`config.mk`:
```
export PLATFORM = sky130hd
export DESIGN_NAME = iepm_ctrl_flat
export DESIGN_NICKNAME = d
export VERILOG_FILES = /design/src/hdl/iepm_pkg.sv /design/src/hdl/iepm_link_if.sv /design/src/hdl/iepm_ctrl.sv /design/src/flat_wrapper.sv
export VERILOG_INCLUDE_DIRS = /design/src /design/src/hdl
export SDC_FILE = /design/constraint.sdc
export NUM_CORES = 1
export LEC_CHECK = 0
export BUFFER_PORTS_ARGS = -buffer_cell sky130_fd_sc_hd__clkbuf_2
export CAP_MARGIN = 0
export CORE_UTILIZATION = 40
export DETAILED_ROUTE_END_ITERATION = 16
export PLACE_DENSITY = 0.69
export SYNTH_ARGS = -nofsm -noshare
export SYNTH_HDL_FRONTEND = slang
export SYNTH_SLANG_ARGS = --single-unit
```
`constraint.sdc`:
```
create_clock -name pclk -period 2.85 [get_ports pclk]
set_clock_uncertainty 0.2 [all_clocks]
set_input_delay 0.4275 -clock pclk [delete_from_list [all_inputs] [get_ports pclk]]
set_output_delay 0.4275 -clock pclk [all_outputs]
set_load 0.005 [all_outputs]
```
`src/hdl/iepm_defines.svh`:
```
// constants for the interrupt enable and power mode controller
`ifndef IEPM_DEFINES_SVH
`define IEPM_DEFINES_SVH
// ==================== machine cycle timing ====================
`define IEPM_PHASES       4'hb
`define IEPM_PH_STATE2_PHASE2      4'h3
`define IEPM_PH_S4P1      4'h6
`define IEPM_PH_STATE5_PHASE2      4'h9
`define IEPM_RST_WIN_MC   2
`define IEPM_RST_WIN_CYC  5'h17
// ==================== register offsets ====================
`define IEPM_OFF_ENABLE   12'h000
`define IEPM_OFF_T2CTL    12'h004
`define IEPM_OFF_T2MODE   12'h008
`define IEPM_OFF_FLAGS    12'h00c
`define IEPM_OFF_POWER    12'h010
// ==================== field positions and reset values ====================
`define IEPM_IE_GLOBAL    7
`define IEPM_IE_IMPL      8'hbf
`define IEPM_IE_RESET     8'h00
`define IEPM_T2_OVF       7
`define IEPM_T2_EXT       6
`define IEPM_T2_EXT_EN    3
`define IEPM_T2_UPDOWN    0
`define IEPM_IRQ_HI       13
`define IEPM_IRQ_LO       8
`define IEPM_PWR_BLK      4
`endif

```
`src/hdl/iepm_pkg.sv`:
```
// types shared by both ends of the interrupt and power mode link
package iepm_pkg;
    // power mode states, gray coded along run, idle, window, reset
    typedef enum logic [2:0] {
        mode_run     = 3'h0,
        mode_idle    = 3'h1,
        mode_window  = 3'h3,
        mode_reset   = 3'h2,
        mode_pdown   = 3'h6
    } iepm_mode_t;

    typedef struct packed {
        iepm_mode_t  mode;
        logic [3:0]  phase;
        logic [4:0]  wcnt;
        logic [7:0]  ie;
        logic        t2_ovf;
        logic        t2_ext;
        logic        t2_ext_en;
        logic        t2_updown;
        logic [3:0]  flag;     // t1, ext1, t0, ext0 (bit 3 down to bit 0)
        logic [2:0]  pend;     // t2, t1, t0 overflow pulses awaiting their phase
        logic [3:0]  sync_a;
        logic [3:0]  sync_b;
        logic [2:0]  smp;
        logic [5:0]  poll;
        logic [5:0]  irq;
        logic        halt;
        logic        core_rst;
        logic        ram_blk;
        logic        osc_stop;
        logic [31:0] prdata;
        logic        pready;
        logic        pslverr;
    } iepm_dev_t;

    typedef struct packed {
        logic       idle_req;
        logic       pdown_req;
        logic [5:0] ack;
        logic       in_service;
        logic [2:0] vnum;
        logic       vvalid;
        logic       ram_we;
        logic       port_we;
        logic       active;
    } iepm_core_t;
endpackage

```
`src/hdl/iepm_link_if.sv`:
```
// link between the interrupt controller and the processor core
`timescale 1ns/1ps
interface iepm_link_if;
    logic [5:0] irq_pending;   // masked requests, bit order as enable register
    logic       core_halt;
    logic       core_reset;
    logic       ram_write_block;
    logic       osc_stop;
    logic       idle_req;
    logic       pdown_req;
    logic [5:0] vector_ack;

    modport dev (
        output irq_pending, core_halt, core_reset, ram_write_block, osc_stop,
        input  idle_req, pdown_req, vector_ack
    );
    modport core (
        input  irq_pending, core_halt, core_reset, ram_write_block, osc_stop,
        output idle_req, pdown_req, vector_ack
    );
endinterface

```
`src/hdl/iepm_ctrl.sv`:
```
// interrupt enable, polling and power mode controller with apb registers
// ============================================================
// Overview of operation
// - six sources: two pins, three timers, serial
// - one enable bit per source
// - global bit seven gates every source
// - enable bits at positions zero to five
// - software writes no ones to bit six
// - timer2 request is overflow or external flag
// - timer2 flags cleared only by software
// - timer0/1 flags set STATE5_PHASE2, polled next cycle
// - timer2 flag set STATE2_PHASE2, polled same cycle
// - idle halts core, peripherals keep running
// - idle keeps ram and registers intact
// - enabled pending interrupt or reset ends idle
// - reset from idle: two cycles before reset
// - that window blocks ram writes, not ports
// - no port write right after idle entry
// - power-down stops oscillator after that instruction
// - power-down keeps ram and registers intact
// - only hardware reset ends power-down
// - that reset reloads registers, keeps ram
// - reset held until oscillator is stable
// - falling timer2 pin sets external flag
// - up/down mode external flag toggles, no request
`timescale 1ns/1ps
`include "iepm_defines.svh"
module iepm_ctrl #(
    parameter int ADDR_W = 12
) (
    input  wire logic              pclk,
    input  wire logic              presetn,
    input  wire logic              psel,
    input  wire logic              penable,
    input  wire logic              pwrite,
    input  wire logic [ADDR_W-1:0] paddr,
    input  wire logic [31:0]       pwdata,
    output logic      [31:0]       prdata,
    output logic                   pready,
    output logic                   pslverr,
    input  wire logic              external_irq_pin_a_n,
    input  wire logic              external_irq_pin_b_n,
    input  wire logic              timer2_external_pin,
    input  wire logic              hw_reset_pin,
    input  wire logic              timer0_overflow,
    input  wire logic              timer1_overflow,
    input  wire logic              timer2_overflow,
    input  wire logic              serial_irq_flag,
    iepm_link_if.dev               link
);
    iepm_pkg::iepm_dev_t r;
    iepm_pkg::iepm_dev_t next_r;

    logic       run;
    logic       state2_phase2;
    logic       s4p1;
    logic       state5_phase2;
    logic       wr;
    logic [2:0] fall;
    logic [5:0] req;

    // ============================================================
    // phase decode and shared terms
    assign run  = (r.mode != iepm_pkg::mode_pdown);  // oscillator stopped in power-down
    assign state2_phase2 = run && (r.phase == `IEPM_PH_STATE2_PHASE2);
    assign s4p1 = run && (r.phase == `IEPM_PH_S4P1);
    assign state5_phase2 = run && (r.phase == `IEPM_PH_STATE5_PHASE2);
    // no register writes while power-down holds state
    assign wr   = psel && penable && r.pready && pwrite && run;
    // falling edge seen between two STATE5_PHASE2 samples
    assign fall = r.smp & ~r.sync_b[2:0];
    // request vector in enable-bit order
    assign req  = {r.t2_ovf | (r.t2_ext & ~r.t2_updown),
                   serial_irq_flag, r.flag};

    // ============================================================
    // next state
    always_comb begin
        next_r         = r;
        next_r.pready  = 1'b0;
        next_r.pslverr = 1'b0;
        // two-stage synchronisers for pins
        next_r.sync_a  = {hw_reset_pin, timer2_external_pin,
                          external_irq_pin_b_n, external_irq_pin_a_n};
        next_r.sync_b  = r.sync_a;

        // machine cycle phase counter, frozen without oscillator
        if (run) begin
            next_r.phase = (r.phase == `IEPM_PHASES) ? 4'h0 : r.phase + 4'h1;
        end

        // core acknowledge clears pin and timer0/1 flags only
        next_r.flag = r.flag & ~{link.vector_ack[3:0]};

        // register writes from software
        if (wr) begin
            if (paddr == `IEPM_OFF_ENABLE) begin
                next_r.ie = pwdata[7:0] & `IEPM_IE_IMPL;
            end else if (paddr == `IEPM_OFF_T2CTL) begin
                next_r.t2_ovf    = pwdata[`IEPM_T2_OVF];  // software clear
                next_r.t2_ext    = pwdata[`IEPM_T2_EXT];
                next_r.t2_ext_en = pwdata[`IEPM_T2_EXT_EN];
            end else if (paddr == `IEPM_OFF_T2MODE) begin
                next_r.t2_updown = pwdata[`IEPM_T2_UPDOWN];
            end
        end

        // overflow pulses wait for their flag-setting phase; set wins over clear
        if (run) begin
            next_r.pend = r.pend | {timer2_overflow, timer1_overflow, timer0_overflow};
        end
        if (state5_phase2) begin
            next_r.smp = r.sync_b[2:0];
            next_r.flag[1] = next_r.flag[1] | next_r.pend[0];  // timer0
            next_r.flag[3] = next_r.flag[3] | next_r.pend[1];  // timer1
            next_r.pend[1:0] = 2'h0;
            next_r.flag[0] = next_r.flag[0] | fall[0];
            next_r.flag[2] = next_r.flag[2] | fall[1];
            if (fall[2] && r.t2_ext_en && !r.t2_updown) begin
                next_r.t2_ext = 1'b1;
            end
        end
        if (state2_phase2 && next_r.pend[2]) begin
            next_r.pend[2] = 1'b0;
            if (r.t2_updown) begin
                next_r.t2_ext = ~next_r.t2_ext;  // seventeenth bit
            end
            next_r.t2_ovf = 1'b1;
        end

        // poll after STATE2_PHASE2 and before STATE5_PHASE2 of each machine cycle
        if (s4p1) begin
            next_r.poll = req;
        end
        next_r.poll = next_r.poll & ~link.vector_ack;
        // pending only with flag, own enable and global enable
        next_r.irq = next_r.poll & next_r.ie[5:0] & {6{next_r.ie[`IEPM_IE_GLOBAL]}};

        // power mode sequencing
        case (r.mode)
            iepm_pkg::mode_run: begin
                if (r.sync_b[3]) begin
                    next_r.mode = iepm_pkg::mode_reset;
                end else if (link.pdown_req) begin
                    next_r.mode = iepm_pkg::mode_pdown;
                end else if (link.idle_req) begin
                    next_r.mode = iepm_pkg::mode_idle;
                end
            end
            iepm_pkg::mode_idle: begin
                next_r.wcnt = 5'h00;
                if (r.sync_b[3]) begin
                    next_r.mode = iepm_pkg::mode_window;
                end else if (|r.irq) begin
                    next_r.mode = iepm_pkg::mode_run;
                end
            end
            iepm_pkg::mode_window: begin
                next_r.wcnt = r.wcnt + 5'h01;
                if (r.wcnt == `IEPM_RST_WIN_CYC) begin
                    next_r.mode = iepm_pkg::mode_reset;
                end
            end
            iepm_pkg::mode_reset: begin
                if (!r.sync_b[3]) begin
                    next_r.mode = iepm_pkg::mode_run;
                end
            end
            iepm_pkg::mode_pdown: begin
                if (r.sync_b[3]) begin
                    next_r.mode = iepm_pkg::mode_reset;  // interrupts ignored
                end
            end
            default: begin
                next_r.mode = iepm_pkg::mode_run;
            end
        endcase

        // internal reset reloads registers; ram is untouched
        if (r.mode == iepm_pkg::mode_reset) begin
            next_r.ie        = `IEPM_IE_RESET;
            next_r.t2_ovf    = 1'b0;
            next_r.t2_ext    = 1'b0;
            next_r.t2_ext_en = 1'b0;
            next_r.t2_updown = 1'b0;
            next_r.flag      = 4'h0;
            next_r.pend      = 3'h0;
            next_r.poll      = 6'h00;
            next_r.irq       = 6'h00;
        end

        // link outputs registered from the next mode
        next_r.halt     = (next_r.mode == iepm_pkg::mode_idle)
                       || (next_r.mode == iepm_pkg::mode_pdown);
        next_r.core_rst = (next_r.mode == iepm_pkg::mode_reset);
        next_r.ram_blk  = (next_r.mode == iepm_pkg::mode_window)
                       || (next_r.mode == iepm_pkg::mode_reset);
        next_r.osc_stop = (next_r.mode == iepm_pkg::mode_pdown);

        // apb setup: answer in the following access cycle
        if (psel && !penable) begin
            next_r.pready = 1'b1;
            next_r.prdata = 32'h0000_0000;
            if (paddr == `IEPM_OFF_ENABLE) begin
                next_r.prdata[7:0] = r.ie;
            end else if (paddr == `IEPM_OFF_T2CTL) begin
                next_r.prdata[`IEPM_T2_OVF]    = r.t2_ovf;
                next_r.prdata[`IEPM_T2_EXT]    = r.t2_ext;
                next_r.prdata[`IEPM_T2_EXT_EN] = r.t2_ext_en;
            end else if (paddr == `IEPM_OFF_T2MODE) begin
                next_r.prdata[`IEPM_T2_UPDOWN] = r.t2_updown;
            end else if (paddr == `IEPM_OFF_FLAGS) begin
                next_r.prdata[5:0] = req;
                next_r.prdata[`IEPM_IRQ_HI:`IEPM_IRQ_LO] = r.irq;
            end else if (paddr == `IEPM_OFF_POWER) begin
                next_r.prdata[2:0]           = r.mode;
                next_r.prdata[`IEPM_PWR_BLK] = r.ram_blk;
            end else begin
                next_r.pslverr = 1'b1;
            end
        end
    end

    // ============================================================
    // state register
    always_ff @(posedge pclk or negedge presetn) begin
        if (!presetn) begin
            r        <= '0;
            r.sync_a <= 4'h7;  // pins idle high, reset pin low
            r.sync_b <= 4'h7;
            r.smp    <= 3'h7;
        end else begin
            r <= next_r;
        end
    end

    // outputs straight from the state register
    assign prdata               = r.prdata;
    assign pready               = r.pready;
    assign pslverr              = r.pslverr;
    assign link.irq_pending     = r.irq;
    assign link.core_halt       = r.halt;
    assign link.core_reset      = r.core_rst;
    assign link.ram_write_block = r.ram_blk;
    assign link.osc_stop        = r.osc_stop;
endmodule

```
`src/flat_wrapper.sv`:
```
// flat-port wrapper written by rule: the top's interface ports become plain ports
module iepm_ctrl_flat 
#(
    parameter int ADDR_W = 12
)
  (pclk, presetn, psel, penable, pwrite, paddr, pwdata, prdata, pready, pslverr, external_irq_pin_a_n, external_irq_pin_b_n, timer2_external_pin, hw_reset_pin, timer0_overflow, timer1_overflow, timer2_overflow, serial_irq_flag, link_irq_pending, link_core_halt, link_core_reset, link_ram_write_block, link_osc_stop, link_idle_req, link_pdown_req, link_vector_ack);
  iepm_link_if link_i ();
  input  wire logic pclk;
  input  wire logic presetn;
  input  wire logic psel;
  input  wire logic penable;
  input  wire logic pwrite;
  input  wire logic [ADDR_W-1:0] paddr;
  input  wire logic [31:0] pwdata;
  output logic      [31:0] prdata;
  output logic pready;
  output logic pslverr;
  input  wire logic external_irq_pin_a_n;
  input  wire logic external_irq_pin_b_n;
  input  wire logic timer2_external_pin;
  input  wire logic hw_reset_pin;
  input  wire logic timer0_overflow;
  input  wire logic timer1_overflow;
  input  wire logic timer2_overflow;
  input  wire logic serial_irq_flag;
  output wire logic [$bits(link_i.irq_pending)-1:0] link_irq_pending;
  output wire logic [$bits(link_i.core_halt)-1:0] link_core_halt;
  output wire logic [$bits(link_i.core_reset)-1:0] link_core_reset;
  output wire logic [$bits(link_i.ram_write_block)-1:0] link_ram_write_block;
  output wire logic [$bits(link_i.osc_stop)-1:0] link_osc_stop;
  input wire logic [$bits(link_i.idle_req)-1:0] link_idle_req;
  input wire logic [$bits(link_i.pdown_req)-1:0] link_pdown_req;
  input wire logic [$bits(link_i.vector_ack)-1:0] link_vector_ack;
  assign link_irq_pending = link_i.irq_pending;
  assign link_core_halt = link_i.core_halt;
  assign link_core_reset = link_i.core_reset;
  assign link_ram_write_block = link_i.ram_write_block;
  assign link_osc_stop = link_i.osc_stop;
  assign link_i.idle_req = link_idle_req;
  assign link_i.pdown_req = link_pdown_req;
  assign link_i.vector_ack = link_vector_ack;
  iepm_ctrl #(.ADDR_W(ADDR_W)) u_core (.pclk(pclk), .presetn(presetn), .psel(psel), .penable(penable), .pwrite(pwrite), .paddr(paddr), .pwdata(pwdata), .prdata(prdata), .pready(pready), .pslverr(pslverr), .external_irq_pin_a_n(external_irq_pin_a_n), .external_irq_pin_b_n(external_irq_pin_b_n), .timer2_external_pin(timer2_external_pin), .hw_reset_pin(hw_reset_pin), .timer0_overflow(timer0_overflow), .timer1_overflow(timer1_overflow), .timer2_overflow(timer2_overflow), .serial_irq_flag(serial_irq_flag), .link(link_i));
endmodule
```
Yosys cells after proc, flatten, opt, wreduce, memory -nomap -nowiden. Cells that the tools add are included.

Input bits: 65. Output and inout bits: 44. Register bits: 74.

Add/sub/neg operators: 2. Muxes and demuxes: 51. Bitwise operators: 17. Eq/ne operators: 21. Reductions and logical operators: 29.

Operators with widths (count): $mux W3 (13); $mux W6 (5); $eq A12 B4 Y1 const B (2); $mux W12 (2); $mux W19 (1); $and A6 B6 Y6 (3); $mux W1 (17); $mux W8 (2); $pmux W3 S5 (1); $eq A12 B3 Y1 const B (1); $eq A12 B5 Y1 const B (1); $eq A3 B2 Y1 const B (4); $logic_not A12 Y1 (1); $mux W4 (3); $logic_and A1 B1 Y1 (11); $mux W2 (5); $pmux W5 S2 (1); $reduce_bool A2 Y1 (5); $eq A4 B4 Y1 const B (2); $eq A3 B1 Y1 const B (2); $eq A3 B3 Y1 const B (2); $ne A3 B3 Y1 const B (2); $not A6 Y6 (1); $reduce_and A3 Y1 (2); other kinds (22) (31).

Longest topological paths before layout. Gate-level depths: netlist of the first run.

Depth after elaboration: 11. Mapped depth: 7. Gate-level depth less buffers: 7.

Worst setup path before layout of the first run. Ideal clock, no wire load.

Path type: input to register. Start point: input port paddr[7]. End point: register u_core.r, in the netlist u_core.link.irq_pending[5]. Setup slack: 0.615 ns. Arrival time: 1.924 ns. Library setup time: 0.111 ns. Stages on the path: 5. Cell sequence: or4_4 > nor4_4 > and3_4 > nand3_2 > a2111oi_2.

RTL lines: start, declared (line flat_wrapper.sv:13) `input wire logic [ADDR_W-1:0] paddr;`; end signal, assigned (line iepm_ctrl.sv:233) `r <= next_r;`; end, declared (line iepm_ctrl.sv:51) `iepm_pkg::iepm_dev_t r;`.

==> summary.md, run 1 <==
| Metric | Value |
|---|---|
| Status | complete, no violations |
| Fin. max-slew vios | 0 |
| # H-tree levels | 3 |
| WL final | approximately 7300 um |
| Clock-pin slew on the worst setup and hold paths | ~0.080 ns |
| Synth cell types | 47 |
| Worst Slack Setup Final | approximately 0.70 ns |
| Endpoints failing setup | 0 |
| Register area | roughly 1800 um2 |
| Core area | between 8000 and 9000 um2 |
| Initial DRC count | between 90 and 100 |
| Number of max-cap violations | 0 |
| Ys async rst share | 1.00 |
| Worst VDD drop | between 0.0002 and 0.0003 V |
| Main flop type after synthesis | dfrtp_1 |
| Post-CTS Setup Bufs | 0 |
| Synth Instances | ~350 |
| Routed Antenna Nets | 0 |
| Ys Warns | 0 |
| R2r startpoint | u_core.r[90] |
| Post-Synthesis Cell Area | ~3600 um2 |
| Multi-input logic area | 1420 um2 |
| Critical Path RT | 2.88 ns |
| Largest net degree at the start of global routing | 74 |
| Yosys top cell area share | 0.447 |
| Hold Crit Endpoint | u_core.r[48] |
| Area growth syn-to-layout | 15.9% |
| FILL cells | 802 |
| Avg Synthesized Cell Area | roughly 10 um2 |
| Vias in the first global route | 2483 |
| Clock root buffer | clkbuf_8 |
| Num CTS Buffers | 9 |
| Die H | between 90 and 100 um |
| Cts hold-fix bufs | 5 |
| Number of nets in the layout | approximately 480 |
| Critical path type | reg -> reg |
| Commonest cells post-synth | dfrtp_1, nand2_1, buf_4 |
| CTS tree | built |
| IO Pins | about 110 |
| RSZ-0062 raised after global routing | false |
| Leak pwr | between 0.0015 and 0.002 uW |
| CP Data Arrival Time | 2.18 ns |
| GPL Wtd Cong | around 0.83 |
| Std cell rows | 34 |
| Final min period | 2.15 ns |
| HP Class | in -> reg |
| PD cells | about 700 nW/um2 |
| Die W | 96.6 um |
| Maximum clock rate | ~460 MHz |
| Critical Path Fanout Max | 13 |
| Worst R2R End | u_core.link.irq_pending[5] |
| Setup TNS | 0 ns |
| Total power | about 3000 uW |
| Resized Gates After CTS | 0 |
| I/O Buffers | 66 |
| R2R Setup Slk | 0.70 ns |
| Layout cells sized above 1 | 0.278 |
| Area leader, netlist | dfrtp_1 |
| FF+latch count, synth | 73 |
| Clock Sink Count | 73 |
| Ant. Diodes | 0 |
| Drc violations | 0 |
| Seq/Total Area, Yosys | 0.513 |
| Reg2reg path depth | 5 |
| Via count | roughly 2600 |
| Pre-Repair DR Iteration Count | 4 |
| Die area | slightly above 9000 um2 |
| Final Cycle Share | 0.755 |
| Pre-CTS WS | 0.408 ns |
| Most frequent cell after synthesis | dfrtp_1 |
| Worst Hold Launch | link_vector_ack[4] |
| Number of synthesized flops with an enable pin | 0 |
| Total GRT Usage | 0.163 |
| Initial Util | 0.413 |
| Bufs on Longest Clock Path | 2 |
| Ranking of synthesized cells by area | dfrtp_1, buf_4, dfstp_2, nand2_1, mux2i_1 |
| Worst hold path cell count | 2 |
| Final hold violations | 0 |
| Antenna violations before repair | 0 |
| Per-cell routed wire length | 14.0 um |
| First-pass GRT wire length | ~12000 um |
| CP Capture Type | flop |
| Via-per-instance ratio | approximately 5 |
| Worst skew pair latency | between 0.3 and 0.4 ns |
| Critical Path Start Type | flop |
| Post-DP HPWL | 5300 um |
| Grt ovf | 0 |
-- worst max-delay path, stage by stage, from the launching register on --
cell and delay (ns):
dfrtp_1 0.38, and3b_1 0.30, nor2_1 0.38, and3_4 0.36
nand3_2 0.09, a2111oi_2 0.32
-- worst max path at each step --
stage	to	depth (start not counted)	from	slack, ns
after CTS	u_core.link.irq_pending[5]	5	u_core.r[90]	0.71
after floorplan	u_core.link.irq_pending[5]	5	paddr[7]	0.61
final	u_core.link.irq_pending[5]	5	u_core.r[90]	0.70
after global routing	u_core.link.irq_pending[5]	5	u_core.r[90]	0.60
after detailed placement	u_core.link.irq_pending[5]	6	paddr[7]	0.41
after global placement	u_core.link.irq_pending[5]	6	paddr[7]	0.41
-- layer usage --
metal	part of all wire	track usage	routed length (um)	vias up
li1	-	-	-	1281
met2	0.48	0.253	3530	81
met5	0	0	0	-
met1	0.46	0.224	3340	1231
met3	0.045	0.0267	330	9
met4	0.016	0.0769	117	0
-- sequential cells by signal (all words and copies together) (netlist names), 4 cells and up --
register	count
u_core.r	43
u_core.prdata	14
u_core.link.irq_pending	6
u_core.next_r	4
-- kinds of logic (layout without fill, tap and decap cells) --
logic type,after synthesis,in the layout,synth area share
buffers and inverters,64,108,0.109
adders and majority gates,4,4,0.0140
and+or+nand+nor,124,124,0.185
DFF,73,73,0.513
muxes,18,18,0.0514
other,1,18,0.00105
AOI/OAI and AO/OA,69,69,0.126
-- cell type report --
class	count	area share
timing repair buffer	82	0.115
tap	108	0.0325
clock buffer	11	0.0341
multi-input combinational	233	0.342
clock inverter	5	0.0247
sequential	73	0.443
inverter	10	0.00904
-- cells in the final DEF (no fill, tap or decap), types with 4 or more instances in the layout --
cell            n
clkbuf_2       65
dfrtp_1        64
nand2_1        42
nand3_1        21
a21oi_1        20
conb_1         18
o21ai_0        17
mux2i_1        15
nor3_1         13
a22o_1         12
inv_1          10
nor2_1         10
clkbuf_8       10
buf_4          10
dfstp_2         9
nand2b_1        8
dlygate4sd3_1   5
nor2b_1         4
a21o_1          4
and2_1          4
nand3b_1        4
a21boi_1        4
ha_1            4
-- where the power goes --
group	switching (uW)	internal, uW
Combinational	385	285
Clock	384	604
Sequential	108	1200
-- per-stage QoR --
step / instance area [um2] / instances / util / hold slack, ns
2_1_floorplan: 3640 / 370 / - / -0.0681
3_3_place_gp: 3860 / 501 / 0.444 / 0.137
3_5_place_dp: 3860 / 501 / 0.444 / 0.136
4_1_cts: 4150 / 522 / 0.478 / 0.0529
5_1_grt: 4150 / 522 / 0.478 / 0.0550
6_report: 4150 / 522 / 0.478 / 0.0620
No activity file was read; power rests on OpenSTA's default activity.
==> inputs of run 2 (changes only) <==
==> constraint.sdc (replaced) <==
create_clock -name pclk -period 2.1 [get_ports pclk]
set_clock_uncertainty 0.2 [all_clocks]
set_input_delay 0.315 -clock pclk [delete_from_list [all_inputs] [get_ports pclk]]
set_output_delay 0.315 -clock pclk [all_outputs]
set_load 0.005 [all_outputs]
==> summary.md, run 2 (synthesis gave the netlist of run 1 again) <==
| Metric | Value |
|---|---|
| Status | finished with violations (was complete, no violations) |
| Failing checks | DRC |
| I/O Buffers | 66 (unchanged) |
| Via count | 2674 (was 2602) |
| Endpoints failing setup | 0 (unchanged) |
| Reg2reg path depth | 5 (unchanged) |
| Worst-Margin Slew | ~0.5 ns |
| Num CTS Buffers | 9 (unchanged) |
| Drc violations | 1 (was 0) |
| Clock-pin slew on the worst setup and hold paths | 0.07 ns (was 0.08 ns) |
| Pre-CTS WS | -0.137 ns (was 0.408 ns) |
| R2r startpoint | u_core.r[90] (unchanged) |
| Slowest-stage cell, CP | nor4b_1 (was dfrtp_1) |
| Final hold violations | 0 (unchanged) |
| Clock root buffer | clkbuf_8 (unchanged) |
| Routed Antenna Nets | 0 (unchanged) |
| IO Pins | 109 (unchanged) |
| Worst hold slack | 0.0274 ns (was 0.0620 ns) |
| FILL cells | 816 (was 802) |
| Worst setup path start | u_core.r[90] (unchanged) |
| Via-per-instance ratio | 5.00 (was 4.98) |
| Die area | 9330 um2 (unchanged) |
| Layout cells sized above 1 | 0.286 (was 0.278) |
| Initial Util | 0.413 (unchanged) |
| Number of flip-flops in the largest register | 43 (unchanged) |
| Number of max-cap violations | 0 (unchanged) |
| Total GRT Usage | 0.173 (was 0.163) |
| Fin. max-slew vios | 0 (unchanged) |
| CP Data Arrival Time | 2.13 ns (was 2.18 ns) |
| Worst skew pair latency | 0.34 ns (was 0.35 ns) |
| Area growth syn-to-layout | 19.9% (was 15.9%) |
| Final min period | 2.07 ns (was 2.15 ns) |
| Worst Slack Setup Final | 0.0274 ns (was 0.699 ns) |
| WL final | 7570 um (was 7310 um) |
| RSZ-0062 raised after global routing | false (unchanged) |
| Worst VDD drop | 0.000362 V (was 0.000299 V) |
| Die H | 96.6 um (unchanged) |
| Critical Path Fanout Max | 5 (was 13) |
| Number of nets in the layout | 491 (was 478) |
| Die W | 96.6 um (unchanged) |
| Worst path max stage delay | 0.50 ns (was 0.38 ns) |
| PD cells | 946 nW/um2 (was 714 nW/um2) |
| Ant. Diodes | 0 (unchanged) |
| Largest net degree at the start of global routing | 60 (was 74) |
| Bufs on Longest Clock Path | 2 (unchanged) |
| First-pass GRT wire length | 12800 um (was 12300 um) |
| Core area | 8680 um2 (unchanged) |
| Pre-Repair DR Iteration Count | 10 (was 4) |
| CTS tree | built (unchanged) |
| HP Class | in -> reg (unchanged) |
| Commonest non-fill, non-tap cell in the layout | clkbuf_2 (unchanged) |
| Worst path cell trace | and3b_1, nor4b_1, o211ai_1, a21boi_0, a211oi_1 (was and3b_1, nor2_1, and3_4, nand3_2, a2111oi_2) |
| Clock Sink Count | 73 (unchanged) |
| Per-cell routed wire length | 14.2 um (was 14.0 um) |
| Max_slew headroom | 0.652 |
| Most frequent cells in the layout | clkbuf_2, dfrtp_1, nand2_1 (unchanged) |
| CP Capture Type | flop (unchanged) |
| Post-CTS Setup Bufs | 0 (unchanged) |
| R2R Setup Slk | 0.03 ns (was 0.70 ns) |
| Crit path to | u_core.r[70] (was u_core.link.irq_pending[5]) |
| Critical path type | reg -> reg (unchanged) |
| Critical Path Start Type | flop (unchanged) |
| Grt ovf | 0 (unchanged) |
| Critical Path RT | 2.15 ns (was 2.88 ns) |
| Std cell rows | 34 (unchanged) |
| Antenna violations before repair | 0 (unchanged) |
| Post-DP HPWL | 5660 um (was 5300 um) |
| Leak pwr | 0.00205 uW (was 0.00199 uW) |
| # H-tree levels | 3 (unchanged) |
| Worst R2R End | u_core.r[70] (was u_core.link.irq_pending[5]) |
| Maximum clock rate | 482 MHz (was 465 MHz) |
| Biggest register | u_core.r (unchanged) |
| Final Cycle Share | 0.987 (was 0.755) |
| GPL Wtd Cong | 0.806 (was 0.834) |
| Initial DRC count | 212 (was 91) |
| Vias in the first global route | 2631 (was 2483) |
==> run 2: cell types whose count changed in the layout (fill, tap and decap cells not counted) <==
cell,previous run,this run
nor2_1,10,9
buf_4,10,14
buf_12,1,3
dlygate4sd3_1,5,12
nor2_2,0,1
==> run 2: power by group <==
group / switching, uW / internal (uW) / leakage, uW
Combinational: 531 / 430 / 0.000976
Clock: 509 / 820 / 0.000120
Sequential: 147 / 1630 / 0.000957
Total: 1190 / 2880 / 0.00205
==> run 2: routing by layer <==
layer,wire (um),global-route usage,part of all wire,vias to the layer above
li1,-,-,-,1314
met1,3320,0.220,0.44,1266
met2,3690,0.272,0.49,79
met3,375,0.0455,0.050,15
met4,187,0.0861,0.025,0
met5,0,0,0,-
==> run 2: timing repair <==
action / in CTS / in global routing
resized for setup: 0 / 1
hold endpoints to repair: 26 / 0
hold buffers: 12 / 0
setup endpoints to repair: 0 / 5
==> run 2: final cells by class <==
cell class                      instances  area (um2)  share of cell area
Sequential cell                        73        1840               0.428
Inverter                               10        37.5             0.00874
Clock inverter                          5         103              0.0239
Clock buffer                           11         141              0.0329
Tap cell                              108         135              0.0315
Multi-Input combinational cell        233        1420               0.332
Timing Repair Buffer                   95         616               0.143
==> run 2: worst min-delay path by stage <==
stage	cells after the start	end	start
final	3	u_core.r[77]	pwdata[5]
after floorplan	0	u_core.link.core_halt	presetn
after detailed placement	1	u_core.r[82]	presetn
after global placement	1	u_core.r[83]	presetn
after CTS	3	u_core.r[73]	pwdata[1]
after global routing	3	u_core.r[73]	pwdata[1]
==> run 2: per-stage QoR <==
stage,cells,TNS (ns),area [um2],power [uW],util
3_3_place_gp,507,-1.29,3930,2690,0.453
6_report,535,0,4290,4060,0.495
4_1_cts,535,0,4290,4100,0.495
5_1_grt,535,0,4290,4300,0.495
2_1_floorplan,370,-0.0229,3650,2380,-
3_5_place_dp,507,-1.92,3930,2740,0.453
==> run 2: critical path: cells and delay by family, from the launching register on <==
family,cells,cell delay (ns)
AND/OR/NAND/NOR,2,0.80
AO/OA/AOI/OAI,3,0.60
flip-flops,1,0.37
==> inputs of run 3 (changes only) <==
--- a/config.mk
+++ b/config.mk
@@ -10,6 +10,7 @@
 export CAP_MARGIN = 0
 export CORE_UTILIZATION = 40
 export DETAILED_ROUTE_END_ITERATION = 16
+export GPL_TIMING_DRIVEN = 0
 export PLACE_DENSITY = 0.69
 export SYNTH_ARGS = -nofsm -noshare
 export SYNTH_HDL_FRONTEND = slang
==> summary.md, run 3 (synthesis gave the netlist of run 1 again) <==
| Metric | Value |
|---|---|
| Grt ovf | 0 (unchanged) |
| PD cells | 856 nW/um2 (was 946 nW/um2) |
| Final Cycle Share | 0.973 (was 0.987) |
| Worst Hold Launch | pwdata[4] (was pwdata[5]) |
| Clock-pin slew on the worst setup and hold paths | 0.07 ns (about the same) |
| Die H | 96.6 um (unchanged) |
| Bufs on Longest Clock Path | 2 (unchanged) |
| Worst Slack Setup Final | 0.0557 ns (was 0.0274 ns) |
| R2R Setup Slk | 0.06 ns (was 0.03 ns) |
| Ant. Diodes | 0 (unchanged) |
| Clock network power share | 0.285 (was 0.327) |
| Clock Sink Count | 73 (unchanged) |
| Critical Path Start Type | flop (unchanged) |
| Final min period | 2.04 ns (was 2.07 ns) |
| Die area | 9330 um2 (unchanged) |
| Initial Util | 0.413 (unchanged) |
| Std cell rows | 34 (unchanged) |
| Critical Path Fanout Max | 7 (was 5) |
| Critical Path RT | 2.12 ns (was 2.15 ns) |
| Maximum clock rate | 489 MHz (was 482 MHz) |
| RSZ-0062 raised after global routing | true (was false) |
| # H-tree levels | 3 (unchanged) |
| Flop pwr share | 0.451 (was 0.437) |
| Biggest register | u_core.r (unchanged) |
| Largest net degree at the start of global routing | 49 (was 60) |
| Total GRT Usage | 0.171 (was 0.173) |
| Worst R2R End | u_core.link.irq_pending[5] (was u_core.r[70]) |
| Core area | 8680 um2 (unchanged) |
| Setup TNS | 0 ns (unchanged) |
| Critical path type | reg -> reg (unchanged) |
| Worst hold path cell count | 3 (unchanged) |
| WL final | 7600 um (was 7570 um) |
| Hold Crit Endpoint | u_core.r[76] (was u_core.r[77]) |
| Number of max-cap violations | 0 (unchanged) |
| Most frequent cells in the layout | dfrtp_1, clkbuf_2, buf_4 (was clkbuf_2, dfrtp_1, nand2_1) |
| I/O Buffers | 62 (was 66) |
| CTS tree | built (unchanged) |
| Number of flip-flops in the largest register | 43 (unchanged) |
| Worst-Margin Slew | 0.527 ns (was 0.515 ns) |
| Layout cells sized above 1 | 0.337 (was 0.286) |
| Via-per-instance ratio | 4.93 (was 5.00) |
| Fin. max-slew vios | 0 (unchanged) |
| FILL cells | 793 (was 816) |
| Per-cell routed wire length | 13.2 um (was 14.2 um) |
| Area growth syn-to-layout | 28.4% (was 19.9%) |
| Register area | 1840 um2 (about the same) |
| IO Pins | 109 (unchanged) |
| Die W | 96.6 um (unchanged) |
| Initial DRC count | 135 (was 212) |
| CP Capture Type | flop (unchanged) |
| Worst VDD drop | 0.000471 V (was 0.000362 V) |
| Num CTS Buffers | 9 (unchanged) |
| Commonest non-fill, non-tap cell in the layout | dfrtp_1 (was clkbuf_2) |
| First-pass GRT wire length | 12800 um (about the same) |
| Via count | 2847 (was 2674) |
| Post-DP HPWL | 5760 um (was 5660 um) |
| Net Sw Frac | 0.303 (was 0.292) |
| Reg2reg path depth | 6 (was 5) |
| P_int | 2740 uW (was 2880 uW) |
| Multi-input logic area | 1470 um2 (was 1420 um2) |
| R2r startpoint | u_core.r[90] (unchanged) |
| NetSw | 1190 uW (about the same) |
| Status | finished with violations (unchanged) |
| Pre-Repair DR Iteration Count | 10 (unchanged) |
| Number of nets in the layout | 533 (was 491) |
| CP Data Arrival Time | 2.06 ns (was 2.13 ns) |
| Worst skew pair latency | 0.33 ns (was 0.34 ns) |
| Leak pwr | 0.00224 uW (was 0.00205 uW) |
| HP Class | in -> reg (unchanged) |
| Comb pwr share | 0.264 (was 0.236) |
| Endpoints failing setup | 0 (unchanged) |
| Failing checks | DRC (unchanged) |
| Pre-CTS WS | -0.366 ns (was -0.137 ns) |
| Drc violations | 1 (unchanged) |
| Worst hold slack | 0.0246 ns (was 0.0274 ns) |
| Antenna violations before repair | 0 (unchanged) |
| Final hold violations | 0 (unchanged) |
| GPL Wtd Cong | 0.802 (was 0.806) |
| Vias in the first global route | 2722 (was 2631) |
| Clock root buffer | clkbuf_8 (unchanged) |
| Max_slew headroom | 0.648 (was 0.652) |
| Routed Antenna Nets | 0 (unchanged) |
[run 3: worst max-delay path by stage]
stage	depth (start not counted)	slack, ns	to	start
3_3_place_gp	5	-0.37	u_core.r[69]	u_core.r[89]
6_report	6	0.06	u_core.link.irq_pending[5]	u_core.r[90]
4_1_cts	6	0.02	u_core.prdata[9]	paddr[7]
2_1_floorplan	5	-0.02	u_core.link.irq_pending[5]	paddr[7]
5_1_grt	8	-0.04	u_core.link.irq_pending[3]	u_core.r[85]
3_5_place_dp	5	-0.37	u_core.r[68]	u_core.r[89]
[run 3: stage by stage]
step                cell area [um2]  cells   util  power (uW)
finish                         4600    577  0.530        3940
global route                   4600    577  0.530        4190
CTS                            4490    568  0.518        3920
detailed placement             4130    541  0.475        2690
global placement               4100    540  0.472        2640
floorplan                      3650    370      -        2380
[run 3: area by class of cell]
cell class,instances,share of cell area
inverter,10,0.00816
buffer,53,0.0773
clock inverter,2,0.00762
sequential,73,0.400
clock buffer,14,0.0376
multi-input combinational,233,0.320
timing repair buffer,84,0.120
tap,108,0.0294
[run 3: layer usage]
metal	up-vias	GRT usage	routed length, um
li1	1395	-	-
met4	0	0.0804	132
met5	-	0	0
met3	10	0.0405	377
met1	1354	0.210	3210
met2	88	0.285	3880
[run 3: power by group through the flow]
| stage | clock network [uW] | logic, uW | registers, uW |
|---|---|---|---|
| 2_1_floorplan | 0 | 620 | 1760 |
| 3_5_place_dp | 0 | 900 | 1790 |
| 6_report | 1120 | 1040 | 1780 |
| 4_1_cts | 1160 | 984 | 1770 |
| 3_3_place_gp | 0 | 856 | 1780 |
| 5_1_grt | 1210 | 1160 | 1810 |
[run 3: repair_timing]
item                                    4_1_cts  5_1_grt
resized for setup                             9        6
hold buffers                                 11        0
pin swaps                                     1        5
endpoints found under the setup margin       22       22
hold endpoints to repair                     30        0
setup buffers                                 1        9
[run 3: critical path: stages (launching register included)]
cell and delay [ns]:
dfrtp_2 0.45, and3b_2 0.29, buf_4 0.17, nor2_4 0.16, and3_4 0.24, nand3_2 0.10
a2111oi_4 0.32
